## src/include/acsc_params.svh

```systemverilog
/*
 * Register offsets, bit positions and reset values of the ATM cell status
 * and counter bank. Assumes byte-wide registers on a plain strobe port.
 */
`ifndef ACSC_PARAMS_SVH
`define ACSC_PARAMS_SVH

// Register offsets
`define ACSC_OFS_RX_STATUS   8'h2F
`define ACSC_OFS_IDLE_LOW    8'h30
`define ACSC_OFS_IDLE_MID    8'h31
`define ACSC_OFS_IDLE_HIGH   8'h32
`define ACSC_OFS_LOSS_COUNT  8'h33
`define ACSC_OFS_TX_LOW      8'h34
`define ACSC_OFS_TX_MID      8'h35
`define ACSC_OFS_TX_HIGH     8'h36
`define ACSC_OFS_CORR_COUNT  8'h37
`define ACSC_OFS_INT_STATUS  8'h40
`define ACSC_OFS_INT_MASK    8'h41

// Receive status bit positions
`define ACSC_BIT_LOSS        7
`define ACSC_BIT_UNCORR      6
`define ACSC_BIT_CORR        5
`define ACSC_BIT_RSVD        4
`define ACSC_BIT_VALID       3
`define ACSC_BIT_IDLE        2
`define ACSC_BIT_SCREEN      1
`define ACSC_BIT_GFC         0

// Reset values
`define ACSC_RST_BYTE        8'h00
`define ACSC_RST_MASK        8'h00

`endif

```

## src/include/acsc_pkg.sv

```systemverilog
/*
 * Types of the ATM cell status and counter bank.
 * Assumes all event inputs are synchronous to the bank clock.
 */
package acsc_pkg;

    // Event inputs from the cell receiver and transmitter
    typedef struct packed {
        logic delineation_lost;      // Level: delineation currently lost
        logic hec_uncorrected_seen;  // Pulse: uncorrectable header error
        logic hec_corrected_seen;    // Pulse: header error corrected
        logic valid_cell_seen;       // Pulse: valid cell received
        logic idle_cell_seen;        // Pulse: idle header match
        logic screened_out_cell;     // Pulse: cell rejected by screening
        logic gfc_nonzero_seen;      // Pulse: nonzero GFC in header
        logic sent_cell;             // Pulse: cell transmitted
    } acsc_evt_s;

    typedef logic [7:0] acsc_byte_t;

endpackage : acsc_pkg

```

## src/acsc_top.sv

```systemverilog
/*
 * Receive cell status byte, clear-on-read cell counters and an interrupt
 * status/mask pair for an ATM transmission-convergence block.
 * Assumes events come from logic on mclk_i and a master that never waits.
 */
`timescale 1ns/1ps
`include "acsc_params.svh"

// How it works
// - Reading the receive status byte clears its event bits.
// - Status bit 7 shows delineation loss live, high while lost.
// - Event bits latch on occurrence and hold until the next read.
// - Bit 6 sets on an uncorrectable header error.
// - Bit 5 sets on a corrected header error.
// - Bit 3 sets when a valid cell is received.
// - Bit 2 sets when a masked header matches the idle value.
// - Bit 1 sets when screening rejects a cell.
// - Bit 0 sets when a header carries a nonzero GFC.
// - Idle cells count in 19 bits over three bytes; top five bits read 0.
// - Idle counter bytes clear on read; low byte read first.
// - Eight-bit counter counts delineation losses, not recoveries.
// - Delineation interrupt event fires on both loss and recovery.
// - Sent cells count in 19 bits over three clear-on-read bytes.
// - Corrected header errors count in an 8-bit clear-on-read counter.
module acsc_top #(
    parameter int CW = 19  // Width of the idle and sent cell counters
) (
    input  wire logic              mclk_i,   // 25 MHz clock
    input  wire logic              rst_b_i,  // Async reset, active low
    input  wire logic [7:0]        addr_i,   // Register address
    input  wire logic [7:0]        wdata_i,  // Write data
    input  wire logic              wr_i,     // Write strobe
    input  wire logic              rd_i,     // Read strobe
    input  wire acsc_pkg::acsc_evt_s evt_i,  // Cell events, same clock
    output logic [7:0]             rdata_o,  // Read data, cycle after read
    output logic                   irq_o     // Level interrupt
);

    localparam int HW = CW - 16;  // Bits held in the high byte

    logic                  rst_s1_ff;
    logic                  rst_sync_b;
    logic [7:0]            rx_ev_ff;
    logic [7:0]            nxt_rx_ev;
    logic                  loss_q_ff;
    logic                  loss_rise;
    logic                  loss_change;
    logic [CW-1:0]         idle_cnt;
    logic [CW-1:0]         sent_cnt;
    logic [7:0]            loss_cnt;
    logic [7:0]            corr_cnt;
    logic [7:0]            idle_mid_ff;
    logic [HW-1:0]         idle_high_ff;
    logic [7:0]            sent_mid_ff;
    logic [HW-1:0]         sent_high_ff;
    logic [7:0]            int_st_ff;
    logic [7:0]            int_mask_ff;
    logic [7:0]            int_ev;
    logic [7:0]            rd_mux;

    // Read strobe aimed at one offset
    function automatic logic rd_at(input logic [7:0] ofs);
        rd_at = rd_i && (addr_i == ofs);
    endfunction : rd_at

    // Write strobe aimed at one offset
    function automatic logic wr_at(input logic [7:0] ofs);
        wr_at = wr_i && (addr_i == ofs);
    endfunction : wr_at

    // Reset release through two flip-flops
    always_ff @(posedge mclk_i or negedge rst_b_i) begin
        if (!rst_b_i) begin
            rst_s1_ff  <= 1'b0;
            rst_sync_b <= 1'b0;
        end else begin
            rst_s1_ff  <= 1'b1;
            rst_sync_b <= rst_s1_ff;
        end
    end

    // Delineation edges: rise counts, either edge raises an interrupt event
    always_ff @(posedge mclk_i or negedge rst_sync_b) begin
        if (!rst_sync_b) begin
            loss_q_ff <= 1'b0;
        end else begin
            loss_q_ff <= evt_i.delineation_lost;
        end
    end
    assign loss_rise   = evt_i.delineation_lost && !loss_q_ff;
    assign loss_change = evt_i.delineation_lost ^ loss_q_ff;

    // Sticky receive events; a new event wins over the clearing read
    always_comb begin
        nxt_rx_ev = rd_at(`ACSC_OFS_RX_STATUS) ? 8'h00 : rx_ev_ff;
        nxt_rx_ev[`ACSC_BIT_UNCORR] = nxt_rx_ev[`ACSC_BIT_UNCORR]
                                    | evt_i.hec_uncorrected_seen;
        nxt_rx_ev[`ACSC_BIT_CORR]   = nxt_rx_ev[`ACSC_BIT_CORR]
                                    | evt_i.hec_corrected_seen;
        nxt_rx_ev[`ACSC_BIT_VALID]  = nxt_rx_ev[`ACSC_BIT_VALID]
                                    | evt_i.valid_cell_seen;
        nxt_rx_ev[`ACSC_BIT_IDLE]   = nxt_rx_ev[`ACSC_BIT_IDLE]
                                    | evt_i.idle_cell_seen;
        nxt_rx_ev[`ACSC_BIT_SCREEN] = nxt_rx_ev[`ACSC_BIT_SCREEN]
                                    | evt_i.screened_out_cell;
        nxt_rx_ev[`ACSC_BIT_GFC]    = nxt_rx_ev[`ACSC_BIT_GFC]
                                    | evt_i.gfc_nonzero_seen;
        nxt_rx_ev[`ACSC_BIT_LOSS]   = 1'b0;  // Live bit, not stored
        nxt_rx_ev[`ACSC_BIT_RSVD]   = 1'b0;  // Reserved, reads 0
    end

    // Receive event register
    always_ff @(posedge mclk_i or negedge rst_sync_b) begin
        if (!rst_sync_b) begin
            rx_ev_ff <= `ACSC_RST_BYTE;
        end else begin
            rx_ev_ff <= nxt_rx_ev;
        end
    end

    // Idle cell counter, cleared whole by a low byte read
    acsc_counter #(.W(CW)) u_idle_cnt (
        .clk_i   (mclk_i),
        .rst_b_i (rst_sync_b),
        .inc_i   (evt_i.idle_cell_seen),
        .clr_i   (rd_at(`ACSC_OFS_IDLE_LOW)),
        .cnt_o   (idle_cnt)
    );

    // Sent cell counter, cleared whole by a low byte read
    acsc_counter #(.W(CW)) u_sent_cnt (
        .clk_i   (mclk_i),
        .rst_b_i (rst_sync_b),
        .inc_i   (evt_i.sent_cell),
        .clr_i   (rd_at(`ACSC_OFS_TX_LOW)),
        .cnt_o   (sent_cnt)
    );

    // Delineation loss counter, read only, never cleared
    acsc_counter #(.W(8)) u_loss_cnt (
        .clk_i   (mclk_i),
        .rst_b_i (rst_sync_b),
        .inc_i   (loss_rise),
        .clr_i   (1'b0),
        .cnt_o   (loss_cnt)
    );

    // Corrected header error counter, clear on read
    acsc_counter #(.W(8)) u_corr_cnt (
        .clk_i   (mclk_i),
        .rst_b_i (rst_sync_b),
        .inc_i   (evt_i.hec_corrected_seen),
        .clr_i   (rd_at(`ACSC_OFS_CORR_COUNT)),
        .cnt_o   (corr_cnt)
    );

    // Upper bytes captured by the low byte read, cleared by their own read
    always_ff @(posedge mclk_i or negedge rst_sync_b) begin
        if (!rst_sync_b) begin
            idle_mid_ff  <= `ACSC_RST_BYTE;
            idle_high_ff <= '0;
            sent_mid_ff  <= `ACSC_RST_BYTE;
            sent_high_ff <= '0;
        end else begin
            if (rd_at(`ACSC_OFS_IDLE_LOW)) begin
                idle_mid_ff  <= idle_cnt[15:8];
                idle_high_ff <= idle_cnt[CW-1:16];
            end
            if (rd_at(`ACSC_OFS_IDLE_MID)) begin
                idle_mid_ff <= `ACSC_RST_BYTE;
            end
            if (rd_at(`ACSC_OFS_IDLE_HIGH)) begin
                idle_high_ff <= '0;
            end
            if (rd_at(`ACSC_OFS_TX_LOW)) begin
                sent_mid_ff  <= sent_cnt[15:8];
                sent_high_ff <= sent_cnt[CW-1:16];
            end
            if (rd_at(`ACSC_OFS_TX_MID)) begin
                sent_mid_ff <= `ACSC_RST_BYTE;
            end
            if (rd_at(`ACSC_OFS_TX_HIGH)) begin
                sent_high_ff <= '0;
            end
        end
    end

    // Interrupt events: delineation on both edges, then the cell events
    assign int_ev = {loss_change, evt_i.hec_uncorrected_seen,
                     evt_i.hec_corrected_seen, evt_i.sent_cell,
                     evt_i.valid_cell_seen, evt_i.idle_cell_seen,
                     evt_i.screened_out_cell, evt_i.gfc_nonzero_seen};

    // Interrupt status (write one to clear, set wins) and mask
    always_ff @(posedge mclk_i or negedge rst_sync_b) begin
        if (!rst_sync_b) begin
            int_st_ff   <= `ACSC_RST_BYTE;
            int_mask_ff <= `ACSC_RST_MASK;
        end else begin
            if (wr_at(`ACSC_OFS_INT_STATUS)) begin
                int_st_ff <= (int_st_ff & ~wdata_i) | int_ev;
            end else begin
                int_st_ff <= int_st_ff | int_ev;
            end
            if (wr_at(`ACSC_OFS_INT_MASK)) begin
                int_mask_ff <= wdata_i;
            end
        end
    end

    // Interrupt output from a flop
    always_ff @(posedge mclk_i or negedge rst_sync_b) begin
        if (!rst_sync_b) begin
            irq_o <= 1'b0;
        end else begin
            irq_o <= |(int_st_ff & int_mask_ff);
        end
    end

    // Read multiplexer; unmapped offsets read zero
    always_comb begin
        case (addr_i)
            `ACSC_OFS_RX_STATUS: begin
                rd_mux = rx_ev_ff;
                rd_mux[`ACSC_BIT_LOSS] = evt_i.delineation_lost;
            end
            `ACSC_OFS_IDLE_LOW:   rd_mux = idle_cnt[7:0];
            `ACSC_OFS_IDLE_MID:   rd_mux = idle_mid_ff;
            `ACSC_OFS_IDLE_HIGH:  rd_mux = {{(8-HW){1'b0}}, idle_high_ff};
            `ACSC_OFS_LOSS_COUNT: rd_mux = loss_cnt;
            `ACSC_OFS_TX_LOW:     rd_mux = sent_cnt[7:0];
            `ACSC_OFS_TX_MID:     rd_mux = sent_mid_ff;
            `ACSC_OFS_TX_HIGH:    rd_mux = {{(8-HW){1'b0}}, sent_high_ff};
            `ACSC_OFS_CORR_COUNT: rd_mux = corr_cnt;
            `ACSC_OFS_INT_STATUS: rd_mux = int_st_ff;
            `ACSC_OFS_INT_MASK:   rd_mux = int_mask_ff;
            default:              rd_mux = 8'h00;
        endcase
    end

    // Read data stand only in the cycle after the read strobe
    always_ff @(posedge mclk_i or negedge rst_sync_b) begin
        if (!rst_sync_b) begin
            rdata_o <= `ACSC_RST_BYTE;
        end else begin
            rdata_o <= rd_i ? rd_mux : 8'h00;
        end
    end
endmodule : acsc_top

```

## src/acsc_counter.sv

```systemverilog
/*
 * Saturating event counter with a synchronous clear.
 * Assumes one clock; clear and increment in one cycle give a count of one.
 */
`timescale 1ns/1ps

module acsc_counter #(
    parameter int W = 8
) (
    input  wire logic         clk_i,   // Bank clock
    input  wire logic         rst_b_i, // Synchronised reset, active low
    input  wire logic         inc_i,   // One-cycle count pulse
    input  wire logic         clr_i,   // One-cycle clear pulse
    output logic [W-1:0]      cnt_o    // Present count
);

    localparam logic [W-1:0] ALL_ONES = {W{1'b1}};
    localparam logic [W-1:0] ONE      = {{(W-1){1'b0}}, 1'b1};

    // Clear, then count; stop at all ones
    always_ff @(posedge clk_i or negedge rst_b_i) begin
        if (!rst_b_i) begin
            cnt_o <= '0;
        end else if (clr_i) begin
            cnt_o <= inc_i ? ONE : '0;
        end else if (inc_i && cnt_o != ALL_ONES) begin
            cnt_o <= cnt_o + ONE;
        end
    end

endmodule : acsc_counter

```

## config.mk

```make
export PLATFORM = sky130hd
export DESIGN_NAME = acsc_top
export DESIGN_NICKNAME = d
export VERILOG_FILES = /design/src/include/acsc_pkg.sv /design/src/acsc_top.sv /design/src/acsc_counter.sv
export VERILOG_INCLUDE_DIRS = /design/src /design/src/include
export SDC_FILE = /design/constraint.sdc
export NUM_CORES = 1
export LEC_CHECK = 0
export BUFFER_PORTS_ARGS = -buffer_cell sky130_fd_sc_hd__buf_2
export CAP_MARGIN = 20
export CORE_MARGIN = 2
export CORE_UTILIZATION = 55
export DETAILED_ROUTE_END_ITERATION = 16
export PLACE_DENSITY = 0.76
export SYNTH_ARGS = -nofsm -noshare
export SYNTH_HDL_FRONTEND = slang
export SYNTH_SLANG_ARGS = --single-unit
```

## constraint.sdc

```tcl
create_clock -name mclk_i -period 4.3 [get_ports mclk_i]
set_input_delay 0.86 -clock mclk_i [delete_from_list [all_inputs] [get_ports mclk_i]]
set_output_delay 0.86 -clock mclk_i [all_outputs]
set_load 0.01 [all_outputs]
```

Word level (Yosys, flattened, before mapping)
Cells that the tools add are included.

storage, ports and cells
  register bits after elaboration = 110
  output and inout port bits = 9
  bits of input ports = 28
  logic and storage cells = 92

cells by class
  equal/unequal tests = 15
  muxes and demuxes = 21
  $add $sub $neg = 4
  bitwise logic cells = 12
  reductions and logical operators = 24

operators by type and width
  kind                   number
  $pmux 8 s11            1
  $mux 19                4
  $eq 8x6->1 const B     9
  $mux 8                 8
  $add 19x1->19 const B  2
  $ne 19x19->1 const B   2
  $add 8x1->8 const B    2
  $and 8x8->8            2
  $eq 8x7->1 const B     2
  $ne 8x8->1 const B     2
  $or 8x8->8             2
  $logic_and 1x1->1      15
  $reduce_bool 2->1      7
  $mux 3                 4
  $not 8->8              1
  $reduce_or 8->1        1
  $mux 7                 1
  $or 1x1->1             6
  $mux 1                 3
  $logic_not 1->1        1
  $xor 1x1->1            1

Logic depth before layout (Yosys ltp)
  word-level depth = 4
  gate-level depth with buffers = 8
  gate-level depth less buffers = 6

Cells and area by module
From an unflattened synthesis, not the netlist that was laid out.

unflattened totals
  cell total of the unflattened synthesis = 589
  area, all modules = 5894.4 sq um

modules (own cells, without submodules)
  module                         area an instance (sq um)  sequential area each (sq um)  cells each  instances
  acsc_top                       2874.0                    1401.3                        267         1
  acsc_counter (u_idle_cnt ...)  1037.2                    475.5                         114         2
  acsc_counter (u_corr_cnt ...)  473.0                     200.2                         47          2

Worst setup path before layout
OpenSTA, ideal clock, no wires.

  kind = input -> register
  start = input addr_i[1]
  end = register int_mask_ff[0]
  buffers on the path = 1
  setup time = 125 ps
  cell stages on the path = 4
  arrival = 2103 ps
  data required time = 4175 ps
  setup slack = 2072 ps
  path through = buf_2 nor4b_2 nand3_1 mux2_2

on the way
  word-level cells in the longest chain between the ends = 2

ends and longest elaborated chain
  item                    line             text
  start: declaration      acsc_top.sv:30   input wire logic [7:0] addr_i,
  $eq 8x7->1              acsc_top.sv:68   wr_at = wr_i && (addr_i == ofs);
  $logic_and 1x1->1       acsc_top.sv:68
  end signal: assignment  acsc_top.sv:198  int_mask_ff <= `ACSC_RST_MASK;
  end signal: assignment  acsc_top.sv:206  int_mask_ff <= wdata_i;
  end: declaration        acsc_top.sv:57   logic [7:0] int_mask_ff;

Every way passes these cells.
A chain may end at the register's enable or synchronous reset.

Final worst setup path
  start = input addr_i[0]
  end = register idle_mid_ff[6]

on the way
  word-level cells in the longest chain between the ends = 3
  elaborated cells between the ends (all ways) = 6
  classes of those cells = 2 x eq/ne; 1 x mux; 3 x reduce/logical

ends and longest elaborated chain
  item                                                line             text
  $eq 8x6->1                                          acsc_top.sv:63   rd_at = rd_i && (addr_i == ofs);
  $logic_and 1x1->1                                   acsc_top.sv:63
  $mux 8 / $reduce_bool 2->1 (equally long branches)  n/a
  end signal: assignment                              acsc_top.sv:160  idle_mid_ff <= `ACSC_RST_BYTE;
  end signal: assignment                              acsc_top.sv:166  idle_mid_ff <= idle_cnt[15:8];
  end signal: assignment                              acsc_top.sv:170  idle_mid_ff <= `ACSC_RST_BYTE;
  end: declaration                                    acsc_top.sv:52   logic [7:0] idle_mid_ff;

Several ways; a longest one is shown, not always the timed one.

==> results by stage <==
Worst setup path:
- STA classifies the critical path endpoint as a register.
- The biggest cell delay along the critical path is 0.63 ns.
- The most critical setup path has its startpoint at addr_i[0].
- STA puts the critical path data required time at 4.62 ns.
- The slowest stage of the critical path belongs to the cell sky130_fd_sc_hd__and3_1.
- Data on the critical path arrives at its endpoint at 2.84 ns.
- The endpoint of the worst-slack reg-to-reg timing path is u_idle_cnt.cnt_o[16].
- Counting cells, the worst reg-to-reg path comes to 5.
- The worst reg2reg path startpoint is u_idle_cnt.cnt_o[0].
- The internal reg-to-reg setup slack is 2.28 ns.
- In this run the worst setup path terminates at idle_mid_ff[6].
- Traced cell by cell, the critical path runs through buf_2 > nor4_4 > and3_1 > buf_4 > a22o_1.
- The category of the worst setup path launch point is an input port.
- The critical path is of the input port to register type.
- The maximum fanout along the worst path is 36.

Synth:
- The count of distinct cell types in the synthesized netlist is 69.
- The synthesized design devotes to its leading area cell type 48.24% of total area.
- The share of synthesized area occupied by flip-flops and latches is 48.24%.
- The most used flip-flop cell after synthesis is sky130_fd_sc_hd__dfrtp_1.
- The synthesized design contains 0 enable-type register cells.
- The largest total area in the synthesized netlist belongs to sky130_fd_sc_hd__dfrtp_1.
- After synthesis the netlist holds a flip-flop and latch count of 110.
- The total nets after synthesis is 605.
- The count of mapped cells out of synthesis is 572.
- Sorting the synthesized cells by area gives the leading types as sky130_fd_sc_hd__dfrtp_1, sky130_fd_sc_hd__nand2_1, sky130_fd_sc_hd__xnor2_1.
- After synthesis, the most frequently instantiated cells are sky130_fd_sc_hd__dfrtp_1, sky130_fd_sc_hd__nand2_1, sky130_fd_sc_hd__nor2_1, sky130_fd_sc_hd__o21ai_0, sky130_fd_sc_hd__nand3_1.
- A synthesized cell averages 9.977 um^2.
- The share of async-settable or async-resettable flops after synthesis is 100.0%.
- The post-synthesis instance area is 5707 um^2.
- In the post-synthesis netlist, the cell with the most instances is sky130_fd_sc_hd__dfrtp_1.
- The warning count from the yosys run is 0.

Layout:
- Cells with a size suffix above 1 make up 14.05% of the layout.
- The net count of the finished layout is 633.
- Summing all multi-input logic gate instances after layout gives 2810 um^2.
- After the flow finishes, the layout carries non-filler instances totaling 741.
- The count of fill cells added during filler insertion is 912.
- The sequential standard cell area is 2756 um^2.
- The core utilization of the finished layout is 61.09%.
- Compared with the post-synthesis result, the final layout area differs by 9.033%.
- The repair_antennas step left the layout with diodes totalling 0.

Pwr:
- The total chip power is 2.396 mW.
- The peak ir drop on the vdd network is 0.3550 mV.
- The leakage component of the power is 2.572 nW.
- The power per cell area is 385.1 nW/um^2.

Timing:
- The peak clock frequency supported by timing is 397.6 MHz.
- The worst setup skew after layout is 0.009898 ns.
- Dividing the final minimum period by the clock period gives 58.49%.
- Adding up every negative setup slack in the final design gives 0 ns.
- The worst path needs 2.515 ns of the cycle, external delays included.
- The number of endpoints with negative hold slack in the final report is 0.
- Setup repair after global routing left no endpoint under its margin.
- The transition time at the pin with the least slew margin is 0.6797 ns.
- The final number of max-transition violations was 0.
- The total of endpoints with negative setup slack in the final report is 0.
- In this run the tightest slew margin relative to its limit is 54.69%.

Clock network:
- The CTS sink count is 110.
- Clock-pin slew was measured on the worst setup and hold paths at 0.10 ns.
- The number of setup buffers added after CTS is 0.
- At the later pin of the worst-skew pair, clock insertion delay measures 0.38 ns.
- The largest buffer count on any clock path is 2.
- The CTS tree is built.
- The hold-fix buffer count after cts is 0.
- TritonCTS created 9 clock buffers.
- The clock root buffer is sky130_fd_sc_hd__clkbuf_8.
- The clock tree synthesis step divided the H-tree into 3 levels.
- After clock tree synthesis, the repair step resized 0 gates.

Status:
- The run finished with clean final reports.

GRT:
- The sum of overflow across all layers after global routing is 0.
- The maximum number of pins on one net before global-route repair is 80.
- The aggregate global-route resource usage is 26.05%.
- The number of antenna violations at the first check in global routing is 0.
- The via count of the first global-routing pass is 4,439.
- The first global-routing pass estimated 22,790 um of wire.

Floorplan:
- The die covers 11,210 um^2.
- The effective utilization at floorplan is 56.03%.
- The core outline area is 10,180 um^2.
- The count of pins on the block boundary is 37.
- The count of standard-cell rows is 37.
- The chip height is 105.9 um.
- From left edge to right edge, the die measures 105.9 um.

Routing:
- The number of violations reported at the end of detailed-routing iteration 0 is 497.
- Wires add up to 13,870 um.
- The per-cell via count in the routed design is 6.262.
- The post-detailed-route count of antenna-violating nets is 0.
- The first detailed-routing pass took 6 iterations.
- After detailed routing, the number of remaining DRC violations is 0.
- The count of vias placed by the detailed router is 4,640.
- In the final routed layout, each cell accounts on average for 18.71 um.

Flow run:
- The tool flagged a number of max-cap violations equal to 0.

Place:
- Summed over all nets, the half-perimeter wirelength after detailed placement is 10,110 um.
- The routability congestion estimate is 0.9308.
- Once placement completed, the tool counted placed cells totaling 724.
- The number of buffers added on ports is 36.

Worst hold path:
- The worst hold path belongs to the class input port to asynchronous set/reset pin.
-- per-layer routing --
layer | part of all wire, % | up-vias | track usage [%]
li1 | - | 2146 | -
met5 | 0 | - | 0
met4 | 1.8 | 0 | 8.365
met2 | 46 | 179 | 39.17
met1 | 46 | 2295 | 38.64
met3 | 7.1 | 20 | 4.391
-- metrics by stage --
stage | cell area (um^2) | hold slack [ns] | worst slack (ns)
6_report | 6222 | 0.2375 | 1.785
5_1_grt | 6222 | 0.2131 | 1.657
4_1_cts | 6195 | 0.2190 | 1.819
3_5_place_dp | 5973 | 0.3380 | 1.405
3_3_place_gp | 5973 | 0.3412 | 1.498
2_1_floorplan | 5707 | 0.3312 | 1.009
-- where the power goes --
group | total [mW] | switching, mW | internal, mW | leakage [nW]
Combinational | 0.343 | 0.181 | 0.162 | 1.07
Clock | 0.693 | 0.358 | 0.335 | 0.113
Sequential | 1.36 | 0.208 | 1.15 | 1.39
-- cell families (layout without fill, tap and decap cells) --
group	count (synthesis)	after routing	share of synthesized area [%]
buffers and inverters	32	65	2.521
xor gates and xnor gates	32	32	4.911
AOI/OAI and AO/OA	124	124	15.13
muxes	24	24	4.889
DFF	110	110	48.24
and+or+nand+nor	244	244	23.15
adders and majority gates	5	5	1.096
other	1	1	0.06571
-- area by class of cell --
type                            count  area share [%]
Inverter                            9          0.5429
Sequential cell                   110           44.30
Clock buffer                       10           2.051
Timing Repair Buffer               40           3.700
Clock inverter                      6           1.508
Tap cell                          136           2.735
Multi-Input combinational cell    430           45.16
-- worst min-delay path by stage --
| stage | startpoint | endpoint | slack [ns] | cells past startpoint |
|---|---|---|---|---|
| 2_1_floorplan | rst_s1_ff | rst_sync_b | 0.33 | 0 |
| 3_3_place_gp | rst_s1_ff | rst_sync_b | 0.34 | 0 |
| 3_5_place_dp | rst_s1_ff | rst_sync_b | 0.34 | 0 |
| 4_1_cts | rst_b_i | rst_sync_b | 0.22 | 1 |
| 5_1_grt | rst_b_i | rst_sync_b | 0.21 | 1 |
| 6_report | rst_b_i | rst_sync_b | 0.24 | 1 |
-- cell usage in the layout (no fill, tap or decap), drive strengths merged, types with 12 or more instances in the layout --
master  count
xnor2      19
nand3      29
a22o       14
nor2       45
xor2       13
nand2      72
nand4      20
o21ai      33
dfrtp     110
nand2b     12
buf        40
nor3       19
a21oi      20
-- state kept, by name, indices dropped and copies added (netlist names), 3 cells and up --
| name | count |
|---|---|
| u_loss_cnt.cnt_o | 8 |
| sent_mid_ff | 8 |
| idle_mid_ff | 8 |
| u_idle_cnt.cnt_o | 19 |
| int_st_ff | 8 |
| rdata_o | 8 |
| sent_high_ff | 3 |
| u_corr_cnt.cnt_o | 8 |
| rx_ev_ff | 6 |
| u_sent_cnt.cnt_o | 19 |
| int_mask_ff | 8 |
| idle_high_ff | 3 |
-- worst max-delay path, delay by kind of cell --
kind	cells	cell delay (ns)
buf+inv	2	0.61
compound gates	1	0.15
simple gates	2	1.21
No activity file was read; power rests on OpenSTA's default activity.
